--- src/core/srw_pkg.sv ---
// constants for the system reset, watchdog and wakeup block
`default_nettype none
package srw_pkg;
  localparam int unsigned CLK_PERIOD_PS = 5000;
  localparam int unsigned RST_HOLD_NS   = 100;
  localparam int unsigned RST_HOLD_CYC  = (RST_HOLD_NS * 1000 + CLK_PERIOD_PS - 1) / CLK_PERIOD_PS;
  localparam logic [13:0] RESET_PC      = 14'h3ffd;
  localparam logic [8:0]  WDG_SHORT     = 9'h020;
  localparam logic [8:0]  WDG_LONG      = 9'h100;
  // byte offsets on the register bus
  localparam logic [7:0] OFS_CAUSE   = 8'h00;
  localparam logic [7:0] OFS_OPTIONS = 8'h04;
  localparam logic [7:0] OFS_PMC     = 8'h08;
  localparam logic [7:0] OFS_PEND1   = 8'h0c;
  localparam logic [7:0] OFS_PEND2   = 8'h10;
  // reset cause bits
  localparam int unsigned CS_POR = 7;
  localparam int unsigned CS_PIN = 6;
  localparam int unsigned CS_WDG = 5;
  localparam int unsigned CS_OPC = 4;
  localparam int unsigned CS_ADR = 3;
  localparam int unsigned CS_LV  = 1;
  // system options bits
  localparam int unsigned OP_WDG_EN   = 7;
  localparam int unsigned OP_WDG_LONG = 6;
  localparam int unsigned OP_STOP_EN  = 5;
  localparam int unsigned OP_SER_CLK  = 3;
  localparam int unsigned OP_SER_PIN  = 2;
  localparam int unsigned OP_DBG_PIN  = 1;
  localparam int unsigned OP_PIN_RST  = 0;
  localparam logic [7:0]  OPTIONS_RST = 8'hc2;
  localparam logic [7:0]  OPTIONS_FREE = 8'h0c;
  // power mode control bits
  localparam int unsigned PM_LV_FLAG = 7;
  localparam int unsigned PM_LV_ACK  = 6;
  localparam int unsigned PM_LV_IE   = 5;
  localparam int unsigned PM_LV_RE   = 4;
  localparam int unsigned PM_LV_SE   = 3;
  localparam int unsigned PM_LV_EN   = 2;
  localparam logic [7:0]  PMC_RST    = 8'h14;
  localparam logic [7:0]  PMC_RW     = 8'h3c;
  localparam logic [1:0]  RESP_OKAY   = 2'b00;
  localparam logic [1:0]  RESP_SLVERR = 2'b10;
  typedef enum logic {SRW_HOLD, SRW_RUN} srw_state_type;
endpackage : srw_pkg
`default_nettype wire

--- src/core/srw_wdg_if.sv ---
// carrier between the system block and its watchdog counter
`default_nettype none
interface srw_wdg_if;
  logic tick;
  logic clear;
  logic hold;
  logic stop;
  logic enable;
  logic long_sel;
  logic expire;
  modport ctrl (output tick, clear, hold, stop, enable, long_sel, input expire);
  modport wdg  (input tick, clear, hold, stop, enable, long_sel, output expire);
endinterface : srw_wdg_if
`default_nettype wire

--- src/core/srw_watchdog.sv ---
// watchdog counter on the core clock, stepped by the synchronised 1 khz tick
`default_nettype none
module srw_watchdog
  import srw_pkg::*;
(
  input  wire logic i_core_clk,
  input  wire logic i_arst_n,
  srw_wdg_if.wdg    wdg
);
  logic [8:0] cnt_q;
  logic [8:0] cnt_d;
  logic       exp_q;
  logic       exp_d;
  logic [8:0] limit;

  always_comb begin
    limit = wdg.long_sel ? WDG_LONG : WDG_SHORT;
    cnt_d = cnt_q;
    exp_d = 1'b0;
    if (wdg.clear || wdg.stop || !wdg.enable) begin
      cnt_d = '0;
    end else if (wdg.tick && !wdg.hold) begin
      if (cnt_q == limit - 9'h001) begin
        cnt_d = '0;
        exp_d = 1'b1;
      end else begin
        cnt_d = cnt_q + 9'h001;
      end
    end
  end

  always_ff @(posedge i_core_clk or negedge i_arst_n) begin
    if (!i_arst_n) begin
      cnt_q <= '0;
      exp_q <= 1'b0;
    end else begin
      cnt_q <= cnt_d;
      exp_q <= exp_d;
    end
  end

  assign wdg.expire = exp_q;
endmodule : srw_watchdog
`default_nettype wire

--- src/core/srw_top.sv ---
// system reset, watchdog, wakeup and low-voltage control with axi4-lite registers
// Contract
// - after reset release, fetch starts at 0x3ffd; control registers take initial values
// - during reset peripherals are disabled and pins are plain high-z inputs
// - seven reset sources; all but debug reset have a cause bit
// - reset pin acts only while the pin reset enable is set
// - watchdog enable set after any reset; clearing it stops watchdog and its reset
// - any write to reset cause address clears watchdog, cause bits unchanged
// - watchdog counts 1 khz ticks; 32 ticks short, 256 ticks long (default)
// - software clears watchdog periodically; expiry resets the system
// - options register written once at init; first write clears the watchdog
// - watchdog holds its count in background debug mode
// - stop entry zeroes the watchdog; counting resumes from zero after stop
// - no vectors; module requests only wake the core from wait or stop
// - each wakeup source gated by its enable; flag still sets when disabled
// - two read-only pending registers, one bit per module; writes ignored
// - pending bit clears once all flags of that module are clear
// - low-voltage detect runs only when enabled; off in stop unless stop enable
// - power-on reset held until supply good; sets power-on and low-voltage causes
// - low-voltage reset when enabled; held until supply recovers; sets cause bit
// - low voltage with irq enable and no reset enable sets flag and requests irq
// - cause bits: 7 power-on, 6 pin, 5 watchdog, 4 opcode, 3 address, 1 low voltage
// - cause bits record sources active at reset; debug reset clears all
// - options register takes only first write, except two serial routing bits
//
// Chosen here: the placing of the registers and the AXI4-Lite slave port.
`default_nettype none
module srw_top
  import srw_pkg::*;
(
  input  wire logic        i_core_clk,
  input  wire logic        i_arst_n,
  input  wire logic        s_axi_awvalid,
  output logic             s_axi_awready,
  input  wire logic [7:0]  s_axi_awaddr,
  input  wire logic        s_axi_wvalid,
  output logic             s_axi_wready,
  input  wire logic [31:0] s_axi_wdata,
  input  wire logic [3:0]  s_axi_wstrb,
  output logic             s_axi_bvalid,
  input  wire logic        s_axi_bready,
  output logic [1:0]       s_axi_bresp,
  input  wire logic        s_axi_arvalid,
  output logic             s_axi_arready,
  input  wire logic [7:0]  s_axi_araddr,
  output logic             s_axi_rvalid,
  input  wire logic        s_axi_rready,
  output logic [31:0]      s_axi_rdata,
  output logic [1:0]       s_axi_rresp,
  input  wire logic        i_power_on,
  input  wire logic        i_supply_good,
  input  wire logic        i_low_voltage,
  input  wire logic        i_reset_pin_n,
  input  wire logic        i_bad_opcode,
  input  wire logic        i_bad_address,
  input  wire logic        i_debug_reset_cmd,
  input  wire logic        i_debug_mode,
  input  wire logic        i_wait_mode,
  input  wire logic        i_stop_mode,
  input  wire logic        i_tick_1khz,
  input  wire logic [8:0]  i_mod_flags,
  input  wire logic [8:0]  i_mod_irq_en,
  output logic             o_sys_reset,
  output logic             o_periph_disable,
  output logic             o_pins_hiz,
  output logic [13:0]      o_fetch_addr,
  output logic             o_wakeup,
  output logic             o_low_voltage_irq,
  output logic             o_low_voltage_detect_en,
  output logic             o_stop_enable,
  output logic             o_debug_pin_enable,
  output logic [1:0]       o_serial_route
);
  srw_wdg_if wdg_if ();

  // reset sequencing state
  srw_state_type state_q;
  srw_state_type state_d;
  logic [7:0]    cause_q;
  logic [7:0]    cause_d;
  logic [7:0]    hold_cnt_q;
  logic [7:0]    hold_cnt_d;
  logic [13:0]   fetch_q;
  logic [13:0]   fetch_d;
  // configuration state
  logic [7:0]    options_q;
  logic [7:0]    options_d;
  logic          opt_locked_q;
  logic          opt_locked_d;
  logic [7:0]    pmc_q;
  logic [7:0]    pmc_d;
  logic          lv_flag_q;
  logic          lv_flag_d;
  // tick synchroniser
  logic          tick_s1_q;
  logic          tick_s2_q;
  logic          tick_s3_q;
  // bus state
  logic          aw_full_q;
  logic          aw_full_d;
  logic [7:0]    aw_addr_q;
  logic [7:0]    aw_addr_d;
  logic          w_full_q;
  logic          w_full_d;
  logic [7:0]    w_data_q;
  logic [7:0]    w_data_d;
  logic          w_lane_q;
  logic          w_lane_d;
  logic          bvalid_q;
  logic          bvalid_d;
  logic [1:0]    bresp_q;
  logic [1:0]    bresp_d;
  logic          rvalid_q;
  logic          rvalid_d;
  logic [31:0]   rdata_q;
  logic [31:0]   rdata_d;
  logic [1:0]    rresp_q;
  logic [1:0]    rresp_d;

  logic          do_write;
  logic          wr_cause;
  logic          wr_options;
  logic          wr_pmc;
  logic          lv_active;
  logic          lv_trip;
  logic [7:0]    src_now;
  logic          src_any;
  logic [7:0]    pend1;
  logic [7:0]    pend2;
  logic [8:0]    pending_all;
  logic          in_hold;

  assign in_hold = (state_q == SRW_HOLD);

  // low-voltage detection and pending bits
  always_comb begin
    lv_active = pmc_q[PM_LV_EN] && (!i_stop_mode || pmc_q[PM_LV_SE]);
    lv_trip   = lv_active && i_low_voltage;
    pend1     = i_mod_flags[7:0] & i_mod_irq_en[7:0];
    pend2     = {6'h00, i_mod_flags[8] & i_mod_irq_en[8],
                 lv_flag_q & pmc_q[PM_LV_IE]};
    pending_all = {pend2[1:0], pend1[6:0]} | {8'h00, pend1[7]};
  end

  // reset sources; pin reset only when enabled
  always_comb begin
    src_now          = '0;
    src_now[CS_POR]  = i_power_on;
    src_now[CS_PIN]  = !i_reset_pin_n && options_q[OP_PIN_RST];
    src_now[CS_WDG]  = wdg_if.expire;
    src_now[CS_OPC]  = i_bad_opcode;
    src_now[CS_ADR]  = i_bad_address;
    src_now[CS_LV]   = i_power_on || (lv_trip && pmc_q[PM_LV_RE]);
    src_any          = |src_now || i_debug_reset_cmd;
  end

  // reset sequencer
  always_comb begin
    state_d    = state_q;
    cause_d    = cause_q;
    hold_cnt_d = hold_cnt_q;
    fetch_d    = fetch_q;
    case (state_q)
      SRW_HOLD: begin
        if (i_debug_reset_cmd) begin
          cause_d = '0;
        end else begin
          cause_d = cause_q | src_now;
        end
        if (src_any) begin
          hold_cnt_d = '0;
        end else if (hold_cnt_q != 8'(RST_HOLD_CYC)) begin
          hold_cnt_d = hold_cnt_q + 8'h01;
        end
        // low-voltage causes wait for a good supply before release
        if (!src_any && hold_cnt_q == 8'(RST_HOLD_CYC)
            && (i_supply_good || !cause_q[CS_LV])) begin
          state_d = SRW_RUN;
          fetch_d = RESET_PC;
        end
      end
      SRW_RUN: begin
        if (src_any) begin
          state_d    = SRW_HOLD;
          hold_cnt_d = '0;
          if (i_debug_reset_cmd) begin
            cause_d = '0;
          end else if (src_now[CS_POR]) begin
            cause_d = src_now;
          end else begin
            // a plain low-voltage reset leaves the power-on bit as it was
            cause_d = src_now | (src_now[CS_LV] ? (cause_q & 8'h80) : 8'h00);
          end
        end
      end
      default: begin
        state_d = SRW_HOLD;
      end
    endcase
  end

  // configuration registers
  always_comb begin
    options_d    = options_q;
    opt_locked_d = opt_locked_q;
    pmc_d        = pmc_q;
    lv_flag_d    = lv_flag_q;
    if (in_hold) begin
      // pin reset enable survives all but power-on
      options_d    = OPTIONS_RST;
      options_d[OP_PIN_RST] = options_q[OP_PIN_RST] && !i_power_on;
      opt_locked_d = 1'b0;
      pmc_d        = PMC_RST;
      lv_flag_d    = 1'b0;
    end else begin
      if (wr_options) begin
        if (!opt_locked_q) begin
          options_d    = w_data_q;
          opt_locked_d = 1'b1;
        end else begin
          options_d = (options_q & ~OPTIONS_FREE) | (w_data_q & OPTIONS_FREE);
        end
      end
      if (wr_pmc) begin
        pmc_d = (pmc_q & ~PMC_RW) | (w_data_q & PMC_RW);
        if (w_data_q[PM_LV_ACK]) begin
          lv_flag_d = 1'b0;
        end
      end
      // a new detection beats an acknowledge in the same cycle
      if (lv_trip && !pmc_q[PM_LV_RE]) begin
        lv_flag_d = 1'b1;
      end
    end
  end

  // watchdog hookup
  always_comb begin
    wdg_if.tick     = tick_s2_q && !tick_s3_q;
    wdg_if.clear    = in_hold || wr_cause || (wr_options && !opt_locked_q);
    wdg_if.hold     = i_debug_mode;
    wdg_if.stop     = i_stop_mode;
    wdg_if.enable   = options_q[OP_WDG_EN];
    wdg_if.long_sel = options_q[OP_WDG_LONG];
  end

  srw_watchdog u_watchdog (
    .i_core_clk (i_core_clk),
    .i_arst_n   (i_arst_n),
    .wdg        (wdg_if.wdg)
  );

  // axi4-lite write side: address and data taken in either order
  always_comb begin
    aw_full_d = aw_full_q;
    aw_addr_d = aw_addr_q;
    w_full_d  = w_full_q;
    w_data_d  = w_data_q;
    w_lane_d  = w_lane_q;
    bvalid_d  = bvalid_q;
    bresp_d   = bresp_q;
    s_axi_awready = !aw_full_q && !bvalid_q;
    s_axi_wready  = !w_full_q && !bvalid_q;
    if (s_axi_awvalid && s_axi_awready) begin
      aw_full_d = 1'b1;
      aw_addr_d = s_axi_awaddr;
    end
    if (s_axi_wvalid && s_axi_wready) begin
      w_full_d = 1'b1;
      w_data_d = s_axi_wdata[7:0];
      w_lane_d = s_axi_wstrb[0];
    end
    do_write = aw_full_q && w_full_q && !bvalid_q;
    wr_cause   = do_write && aw_addr_q == OFS_CAUSE;
    wr_options = do_write && aw_addr_q == OFS_OPTIONS && w_lane_q;
    wr_pmc     = do_write && aw_addr_q == OFS_PMC && w_lane_q;
    if (do_write) begin
      aw_full_d = 1'b0;
      w_full_d  = 1'b0;
      bvalid_d  = 1'b1;
      // pending registers accept writes silently and keep their value
      case (aw_addr_q)
        OFS_CAUSE, OFS_OPTIONS, OFS_PMC, OFS_PEND1, OFS_PEND2: bresp_d = RESP_OKAY;
        default: bresp_d = RESP_SLVERR;
      endcase
    end else if (bvalid_q && s_axi_bready) begin
      bvalid_d = 1'b0;
    end
  end

  // axi4-lite read side
  always_comb begin
    rvalid_d = rvalid_q;
    rdata_d  = rdata_q;
    rresp_d  = rresp_q;
    s_axi_arready = !rvalid_q;
    if (s_axi_arvalid && s_axi_arready) begin
      rvalid_d = 1'b1;
      rresp_d  = RESP_OKAY;
      case (s_axi_araddr)
        OFS_CAUSE:   rdata_d = {24'h0, cause_q};
        OFS_OPTIONS: rdata_d = {24'h0, options_q};
        OFS_PMC:     rdata_d = {24'h0, lv_flag_q, 1'b0, pmc_q[5:0]};
        OFS_PEND1:   rdata_d = {24'h0, pend1};
        OFS_PEND2:   rdata_d = {24'h0, pend2};
        default: begin
          rdata_d = '0;
          rresp_d = RESP_SLVERR;
        end
      endcase
    end else if (rvalid_q && s_axi_rready) begin
      rvalid_d = 1'b0;
    end
  end

  // registers; power-up begins in hold with power-on causes
  always_ff @(posedge i_core_clk or negedge i_arst_n) begin
    if (!i_arst_n) begin
      state_q      <= SRW_HOLD;
      cause_q      <= 8'h82;
      hold_cnt_q   <= '0;
      fetch_q      <= '0;
      options_q    <= OPTIONS_RST;
      opt_locked_q <= 1'b0;
      pmc_q        <= PMC_RST;
      lv_flag_q    <= 1'b0;
      tick_s1_q    <= 1'b0;
      tick_s2_q    <= 1'b0;
      tick_s3_q    <= 1'b0;
      aw_full_q    <= 1'b0;
      aw_addr_q    <= '0;
      w_full_q     <= 1'b0;
      w_data_q     <= '0;
      w_lane_q     <= 1'b0;
      bvalid_q     <= 1'b0;
      bresp_q      <= RESP_OKAY;
      rvalid_q     <= 1'b0;
      rdata_q      <= '0;
      rresp_q      <= RESP_OKAY;
    end else begin
      state_q      <= state_d;
      cause_q      <= cause_d;
      hold_cnt_q   <= hold_cnt_d;
      fetch_q      <= fetch_d;
      options_q    <= options_d;
      opt_locked_q <= opt_locked_d;
      pmc_q        <= pmc_d;
      lv_flag_q    <= lv_flag_d;
      tick_s1_q    <= i_tick_1khz;
      tick_s2_q    <= tick_s1_q;
      tick_s3_q    <= tick_s2_q;
      aw_full_q    <= aw_full_d;
      aw_addr_q    <= aw_addr_d;
      w_full_q     <= w_full_d;
      w_data_q     <= w_data_d;
      w_lane_q     <= w_lane_d;
      bvalid_q     <= bvalid_d;
      bresp_q      <= bresp_d;
      rvalid_q     <= rvalid_d;
      rdata_q      <= rdata_d;
      rresp_q      <= rresp_d;
    end
  end

  always_comb begin
    s_axi_bvalid = bvalid_q;
    s_axi_bresp  = bresp_q;
    s_axi_rvalid = rvalid_q;
    s_axi_rdata  = rdata_q;
    s_axi_rresp  = rresp_q;
    o_sys_reset      = in_hold;
    o_periph_disable = in_hold;
    o_pins_hiz       = in_hold;
    o_fetch_addr     = fetch_q;
    // no vectors: pending requests only wake from the low-power modes
    o_wakeup = (i_wait_mode || i_stop_mode) && (|pending_all);
    o_low_voltage_irq       = lv_flag_q && pmc_q[PM_LV_IE];
    o_low_voltage_detect_en = lv_active;
    o_stop_enable           = options_q[OP_STOP_EN];
    o_debug_pin_enable      = options_q[OP_DBG_PIN];
    o_serial_route          = {options_q[OP_SER_CLK], options_q[OP_SER_PIN]};
  end
endmodule : srw_top
`default_nettype wire

--- config.mk ---
export PLATFORM = sky130hd
export DESIGN_NAME = srw_top
export DESIGN_NICKNAME = d
export VERILOG_FILES = /design/src/core/srw_pkg.sv /design/src/core/srw_wdg_if.sv /design/src/core/srw_watchdog.sv /design/src/core/srw_top.sv
export SDC_FILE = /design/constraint.sdc
export NUM_CORES = 1
export LEC_CHECK = 0
export BUFFER_PORTS_ARGS = -buffer_cell sky130_fd_sc_hd__clkbuf_2
export CAP_MARGIN = 20
export CORE_MARGIN = 4
export CORE_UTILIZATION = 43
export CTS_CLUSTER_DIAMETER = 30
export DETAILED_ROUTE_END_ITERATION = 16
export PLACE_DENSITY_LB_ADDON = 0.08
export SLEW_MARGIN = 20
export SYNTH_ARGS = -nofsm -noshare
export SYNTH_HDL_FRONTEND = slang
export SYNTH_SLANG_ARGS = --single-unit
--- constraint.sdc ---
create_clock -name i_core_clk -period 2.2 [get_ports i_core_clk]
set_input_delay 0 -clock i_core_clk [delete_from_list [all_inputs] [get_ports i_core_clk]]
set_output_delay 0 -clock i_core_clk [all_outputs]
set_load 0.01 [all_outputs]
# Word-level counts from Yosys, hierarchy flattened

Index checks and enable logic that the tools add are counted.

Logic and storage cells: 158
Memory bits (read-only): 0
Bits in registers: 106
Memories: 0
Bits in latches: 0
Input bits: 88
Output and inout bits: 65
RAM bits: 0

Eq/ne operators: 17
Bitwise logic cells: 9
$add $sub $neg: 3
Reduce and logical (&&, ||, !) cells: 64
Multipliers: 0
Shifts and indexed selects: 0
$lt $le $gt $ge: 0
Multiplexer cells: 42
Div/mod/pow operators: 0

Operator list:

| cell                                                                   | number |
|---|---|
| 8-bit two-way mux                                                      | 13 |
| 8-bit case mux with 5 select lines                                     | 1 |
| 9-bit two-way mux                                                      | 4 |
| 8-bit by 4-bit equality test with 1-bit output (second input constant) | 4 |
| 8-bit case mux with 2 select lines                                     | 2 |
| 1-bit logical AND                                                      | 27 |
| 8-bit by 5-bit equality test with 1-bit output (second input constant) | 3 |
| 1-bit two-way mux                                                      | 19 |
| 8-bit by 3-bit equality test with 1-bit output (second input constant) | 2 |
| 8-bit logical NOT                                                      | 2 |
| 8-bit OR                                                               | 2 |
| 1-bit logical NOT                                                      | 14 |
| 2-bit nonzero test                                                     | 5 |
| 5-bit OR reduction                                                     | 2 |
| 9-bit by 1-bit adder with 9-bit output (second input constant)         | 1 |
| 9-bit equality test                                                    | 1 |
| 1-bit logical OR                                                       | 9 |
| 9-bit by 1-bit OR with 9-bit output                                    | 1 |
| 9-bit OR reduction                                                     | 1 |
| 9-bit by 1-bit subtractor with 9-bit output (second input constant)    | 1 |
| 8-bit by 1-bit adder with 8-bit output (second input constant)         | 1 |
| 8-bit AND                                                              | 1 |
| 8-bit by 5-bit != test with 1-bit output (second input constant)       | 1 |
| 8-bit by 4-bit OR with 8-bit output                                    | 1 |
| 10 further kinds                                                       | 17 |

# Depth between registers and ports, before layout

Word-level depth: 13
Mapped depth: 6
Gate-level depth less buffers: 6

# Modules after synthesis

Synthesis repeated with hierarchy kept, for this count alone.

Cells, all modules: 376
Area, all modules: 3,866.2 um^2

Modules (own cells, without submodules):

| module       | cells an instance | area each (um^2) | seq. area each (um^2) | instances |
|---|---|---|---|---|
| srw_top      | 326               | 3,342.0          | 1,610.3               | 1 |
| srw_watchdog | 50                | 524.3            | 250.2                 | 1 |

# Least setup slack after synthesis

OpenSTA, ideal clock, no wires.

Path type: reg-to-reg
Start point: register tick_s3_q
End point: register u_watchdog.cnt_q[8]
Setup slack: 0.422 ns
Data arrival time: 1.701 ns
Data required time: 2.123 ns
Path buffers: 1
Cell stages (with the launch flop): 6
Library setup time: 0.077 ns
Clock period less this slack: 1.778 ns
Path through: dfrtp_1 > or3b_1 > buf_6 > or4_4 > or3_1 > a21oi_1

Cells in the longest elaborated chain, start to end: 4

Ends and longest elaborated chain:

| element                             | line               | text |
|---|---|---|
| from (decl)                         | srw_top.sv:97      | `logic tick_s3_q;` |
| from (signal assigned)              | srw_top.sv:351     | `tick_s3_q <= tick_s2_q;` |
| 1-bit logical NOT                   | srw_top.sv:239     | `wdg_if.tick = tick_s2_q && !tick_s3_q;` |
| 1-bit logical AND                   | srw_top.sv:239     |  |
| 1-bit logical AND                   | srw_watchdog.sv:22 | `end else if (wdg.tick && !wdg.hold) begin` |
| 2-bit nonzero test (no source line) | -                  |  |
| to (signal assigned)                | srw_watchdog.sv:37 | `cnt_q <= cnt_d;` |
| to (decl)                           | srw_watchdog.sv:10 | `logic [8:0] cnt_q;` |

No other way between the ends.
A chain may end at the register's enable or synchronous reset.

# Worst setup path after layout

Start point: register aw_addr_q[2]
End point: register options_q[4]

Cells in the longest elaborated chain, start to end: 4

Ends and longest elaborated chain:

| element                                                   | line           | text |
|---|---|---|
| from (decl)                                               | srw_top.sv:101 | `logic [7:0] aw_addr_q;` |
| from (signal assigned)                                    | srw_top.sv:353 | `aw_addr_q <= aw_addr_d;` |
| 8-bit by 3-bit equality test with 1-bit output            | srw_top.sv:275 | `wr_options = do_write && aw_addr_q == OFS_OPTIONS && w_lane_q;` |
| 1-bit logical AND (2 in series)                           | srw_top.sv:275 |  |
| 2-bit by 1-bit != test with 1-bit output (no source line) | -              |  |
| to (signal assigned)                                      | srw_top.sv:345 | `options_q <= options_d;` |
| to (decl)                                                 | srw_top.sv:86  | `logic [7:0] options_q;` |

No other way between the ends.

==> summary.md <==
| Metric | Value |
|---|---|
| Status | completed |
| Num rows | 34 |
| Unrepaired setup endpoints after global routing | no |
| Initial DRC Count | between 100 and 150 |
| CTS sink count | 74 |
| Layout area overhead | 22.4% |
| Synthesized area | just under 4000 µm² |
| Die Area | between 10000 and 15000 µm² |
| Initial antenna violation count | 0 |
| Layout cell share with drive strength beyond 1 | 31.1% |
| Initial Util | between 40 and 50% |
| Clk buf depth | 2 |
| Global Route Usage Sum | approximately 18% |
| Syn. warnings | 0 |
| # IOs | about 150 |
| Worst Max-Slew Pin Slew | approximately 0.56 ns |
| Peak supply drop | between 500 and 600 µV |
| Setup TNS | 0 ns |
| Worst-path maximum fanout | 7 |
| Final setup vio count | 0 |
| DP Area | 4270 µm² |
| Die Ht | between 100 and 150 µm |
| Post-route minimum period | roughly 1.9 ns |
| Max-slew violations | 0 |
| PostCTS Resize Cnt | 0 |
| Fin. Hold Viols | 0 |
| Leak | about 2.2 nW |
| Tcrit/Tclk final | between 80 and 90% |
| Max cap viols | 0 |
| IO Port Bufs | between 90 and 100 |
| Hold-fix buffers at CTS | 31 |
| Post-synth ARST share | between 90% and 100% |
| Total Nets Final | 585 |
| Ant. Diodes | 0 |
| Worst Path Arrival | between 2 and 2.5 ns |
| CTS Buf Count | 9 |
| Worst r2r src | aw_addr_q[2] |
| Core area | 8760 µm² |
| Post-synth EDFFs | 0 |
| 1st-pass router iterations | 4 |
| Detailed Route WL | ~9000 µm |
| Path category of the worst min-delay check | in -> reg |
| Finished Cell Area | 4760 µm² |
| Primary FF master, synth | dfrtp_1 |
| Post-DP HPWL | 6650 µm |
| Rel. slew slack | between 60% and 70% |
| FILL cells | roughly 800 |
| Cells after Synth | around 380 |
| Clock Root Buffer | clkbuf_8 |
| CP Launch Type | flip-flop |
| Post-CTS Setup Repair Bufs | 0 |
| Flops & latches, synth | 74 |
| Post-synthesis sequential area ratio | 47.8% |
| Pwr Density | 715 nW/µm² |
| Routed WL per cell | roughly 15 µm |
| H-tree Lvls | 3 |
| Endpoint type of the worst setup path | flip-flop |
| First-pass GRT wire length | 14400 µm |
| Largest net degree at the start of global routing | 29 |
| Total gr overflow | 0 |
| Routability cong. | 0.801 |
| Critical path class | reg -> reg |
| Fmax | slightly above 500 MHz |
| Number of global-route vias before repair | roughly 2800 |
| Worst Skew | ~0.0098 ns |
| Worst-Skew Late Latency | roughly 0.34 ns |
| Worst hold start | s_axi_araddr[6] |
| DRC errors left | 0 |
| Via count | 3063 |
| Die X | 103 µm |
| Critical Path RT | 2.40 ns |
| Routed Antenna Nets | 0 |
| Synth cell types | 55 |
| CTS tree | yes |
| Average cell area after synthesis | about 10 µm² |
| Crit path from | aw_addr_q[2] |
| Reg clk slew, reported paths | 0.08 ns |
| Via density | about 5.0 |
[registers in the layout, summed over array words and instances, names as in the netlist, 4 cells and up]
name,flops
u_watchdog.cnt_q,9
w_data_q,8
s_axi_rdata,8
options_q,8
hold_cnt_q,8
cause_q,6
pmc_q,4
aw_addr_q,8
[cell usage after synthesis (all sizes together) (6+ instances only)]
cell type,count,area share [%]
inv,14,1.4
nand2,26,2.5
and2,9,1.4
or4,6,1.3
nand3,9,1.2
dfstp,7,4.7
o21ai,15,1.9
buf,45,8.7
nor2,37,3.6
a21oi,16,2.1
a22o,8,1.8
mux2,16,4.6
clkbuf,11,1.3
mux2i,11,2.8
dfrtp,67,43
[stage by stage]
| stage | power (W) | hold WS, ns | std cells | setup slack, ns | util (%) |
|---|---|---|---|---|---|
| floorplan | 0.00220 | -0.296 | 404 | 0.422 | - |
| global placement | 0.00238 | -0.0161 | 560 | 0.308 | 48.7 |
| detailed placement | 0.00241 | -0.0125 | 560 | 0.287 | 48.7 |
| CTS | 0.00345 | 0.00385 | 607 | 0.275 | 54.3 |
| global route | 0.00361 | 0.0559 | 607 | 0.167 | 54.3 |
| finish | 0.00340 | 0.00940 | 607 | 0.273 | 54.3 |
[cells in the final DEF, fill, tap and decap left out, types with 3 or more instances in the layout]
cell,netlist,routed
ha_1,3,3
a22o_1,8,8
xor2_1,5,5
nand3_1,9,9
dfstp_2,7,7
a21oi_1,16,16
nand4_1,4,4
nand2_1,26,26
o211ai_1,4,4
o21ai_0,15,15
or4_1,4,4
nor2b_1,3,3
inv_1,14,14
dfrtp_1,67,67
mux4_2,4,4
nor3_1,4,4
clkbuf_2,0,97
nand2b_1,5,5
or3_1,3,3
a311oi_1,3,3
a31oi_1,5,5
mux2_2,16,16
nand3b_1,3,3
nor2_1,37,37
buf_4,43,6
and3_1,5,5
mux2i_1,11,11
nor3b_1,3,3
and2_1,8,8
dlygate4sd3_1,0,31
xnor2_1,3,3
conb_1,1,27
clkbuf_8,1,12
[routing by layer]
layer  wire [µm]  GRT usage (%)  up-vias
li1            -              -     1489
met2        4330           28.6      115
met3         561           2.77       10
met1        3970           23.8     1449
met4         135           5.98        0
met5           0              0        -
[power by group]
group	internal (W)	switching (W)	total, W	leakage, nW
registers	0.00157	0.000152	0.00172	0.939
clock network	0.000500	0.000485	0.000985	0.0965
logic	0.000365	0.000331	0.000696	1.15
[critical path: stages (launching register included)]
cell and delay (ns):
dfrtp_1 0.42, or4bb_1 0.50, or4_1 0.61, mux2i_1 0.21
nor2_1 0.05
[cells by family (layout without fill, tap and decap cells)]
logic type / Yosys count / after routing / synth area share [%]
mux: 31 / 31 / 9.78
other cells: 1 / 27 / 0.0964
compound gates: 62 / 62 / 10.5
simple gates: 129 / 129 / 17.7
xor+xnor: 8 / 8 / 1.80
fa+ha+maj: 3 / 3 / 0.965
buf+inv: 70 / 165 / 11.4
flops: 74 / 74 / 47.8
[path summary, 6_finish.rpt]
check,end,slack (ns),depth (start not counted)
setup / recovery,options_q[4],0.27,4
hold / removal,s_axi_rdata[0],0.009,4
setup reg to reg,options_q[4],0.27,4
hold reg to reg,tick_s2_q,0.36,0
max in group asynchronous,options_q[6],1.28,3
min in group asynchronous,options_q[3],0.14,2
[layout make-up]
cell class,instances,area [µm²],area share (%)
clock buffer,14,173,3.63
clock inverter,2,10.0,0.210
inverter,14,52.6,1.10
multi-input combinational,260,1680,35.4
sequential,74,1860,39.1
tap,108,135,2.84
timing repair buffer,135,846,17.8
Note: power is estimated with default switching activity, not from simulation.
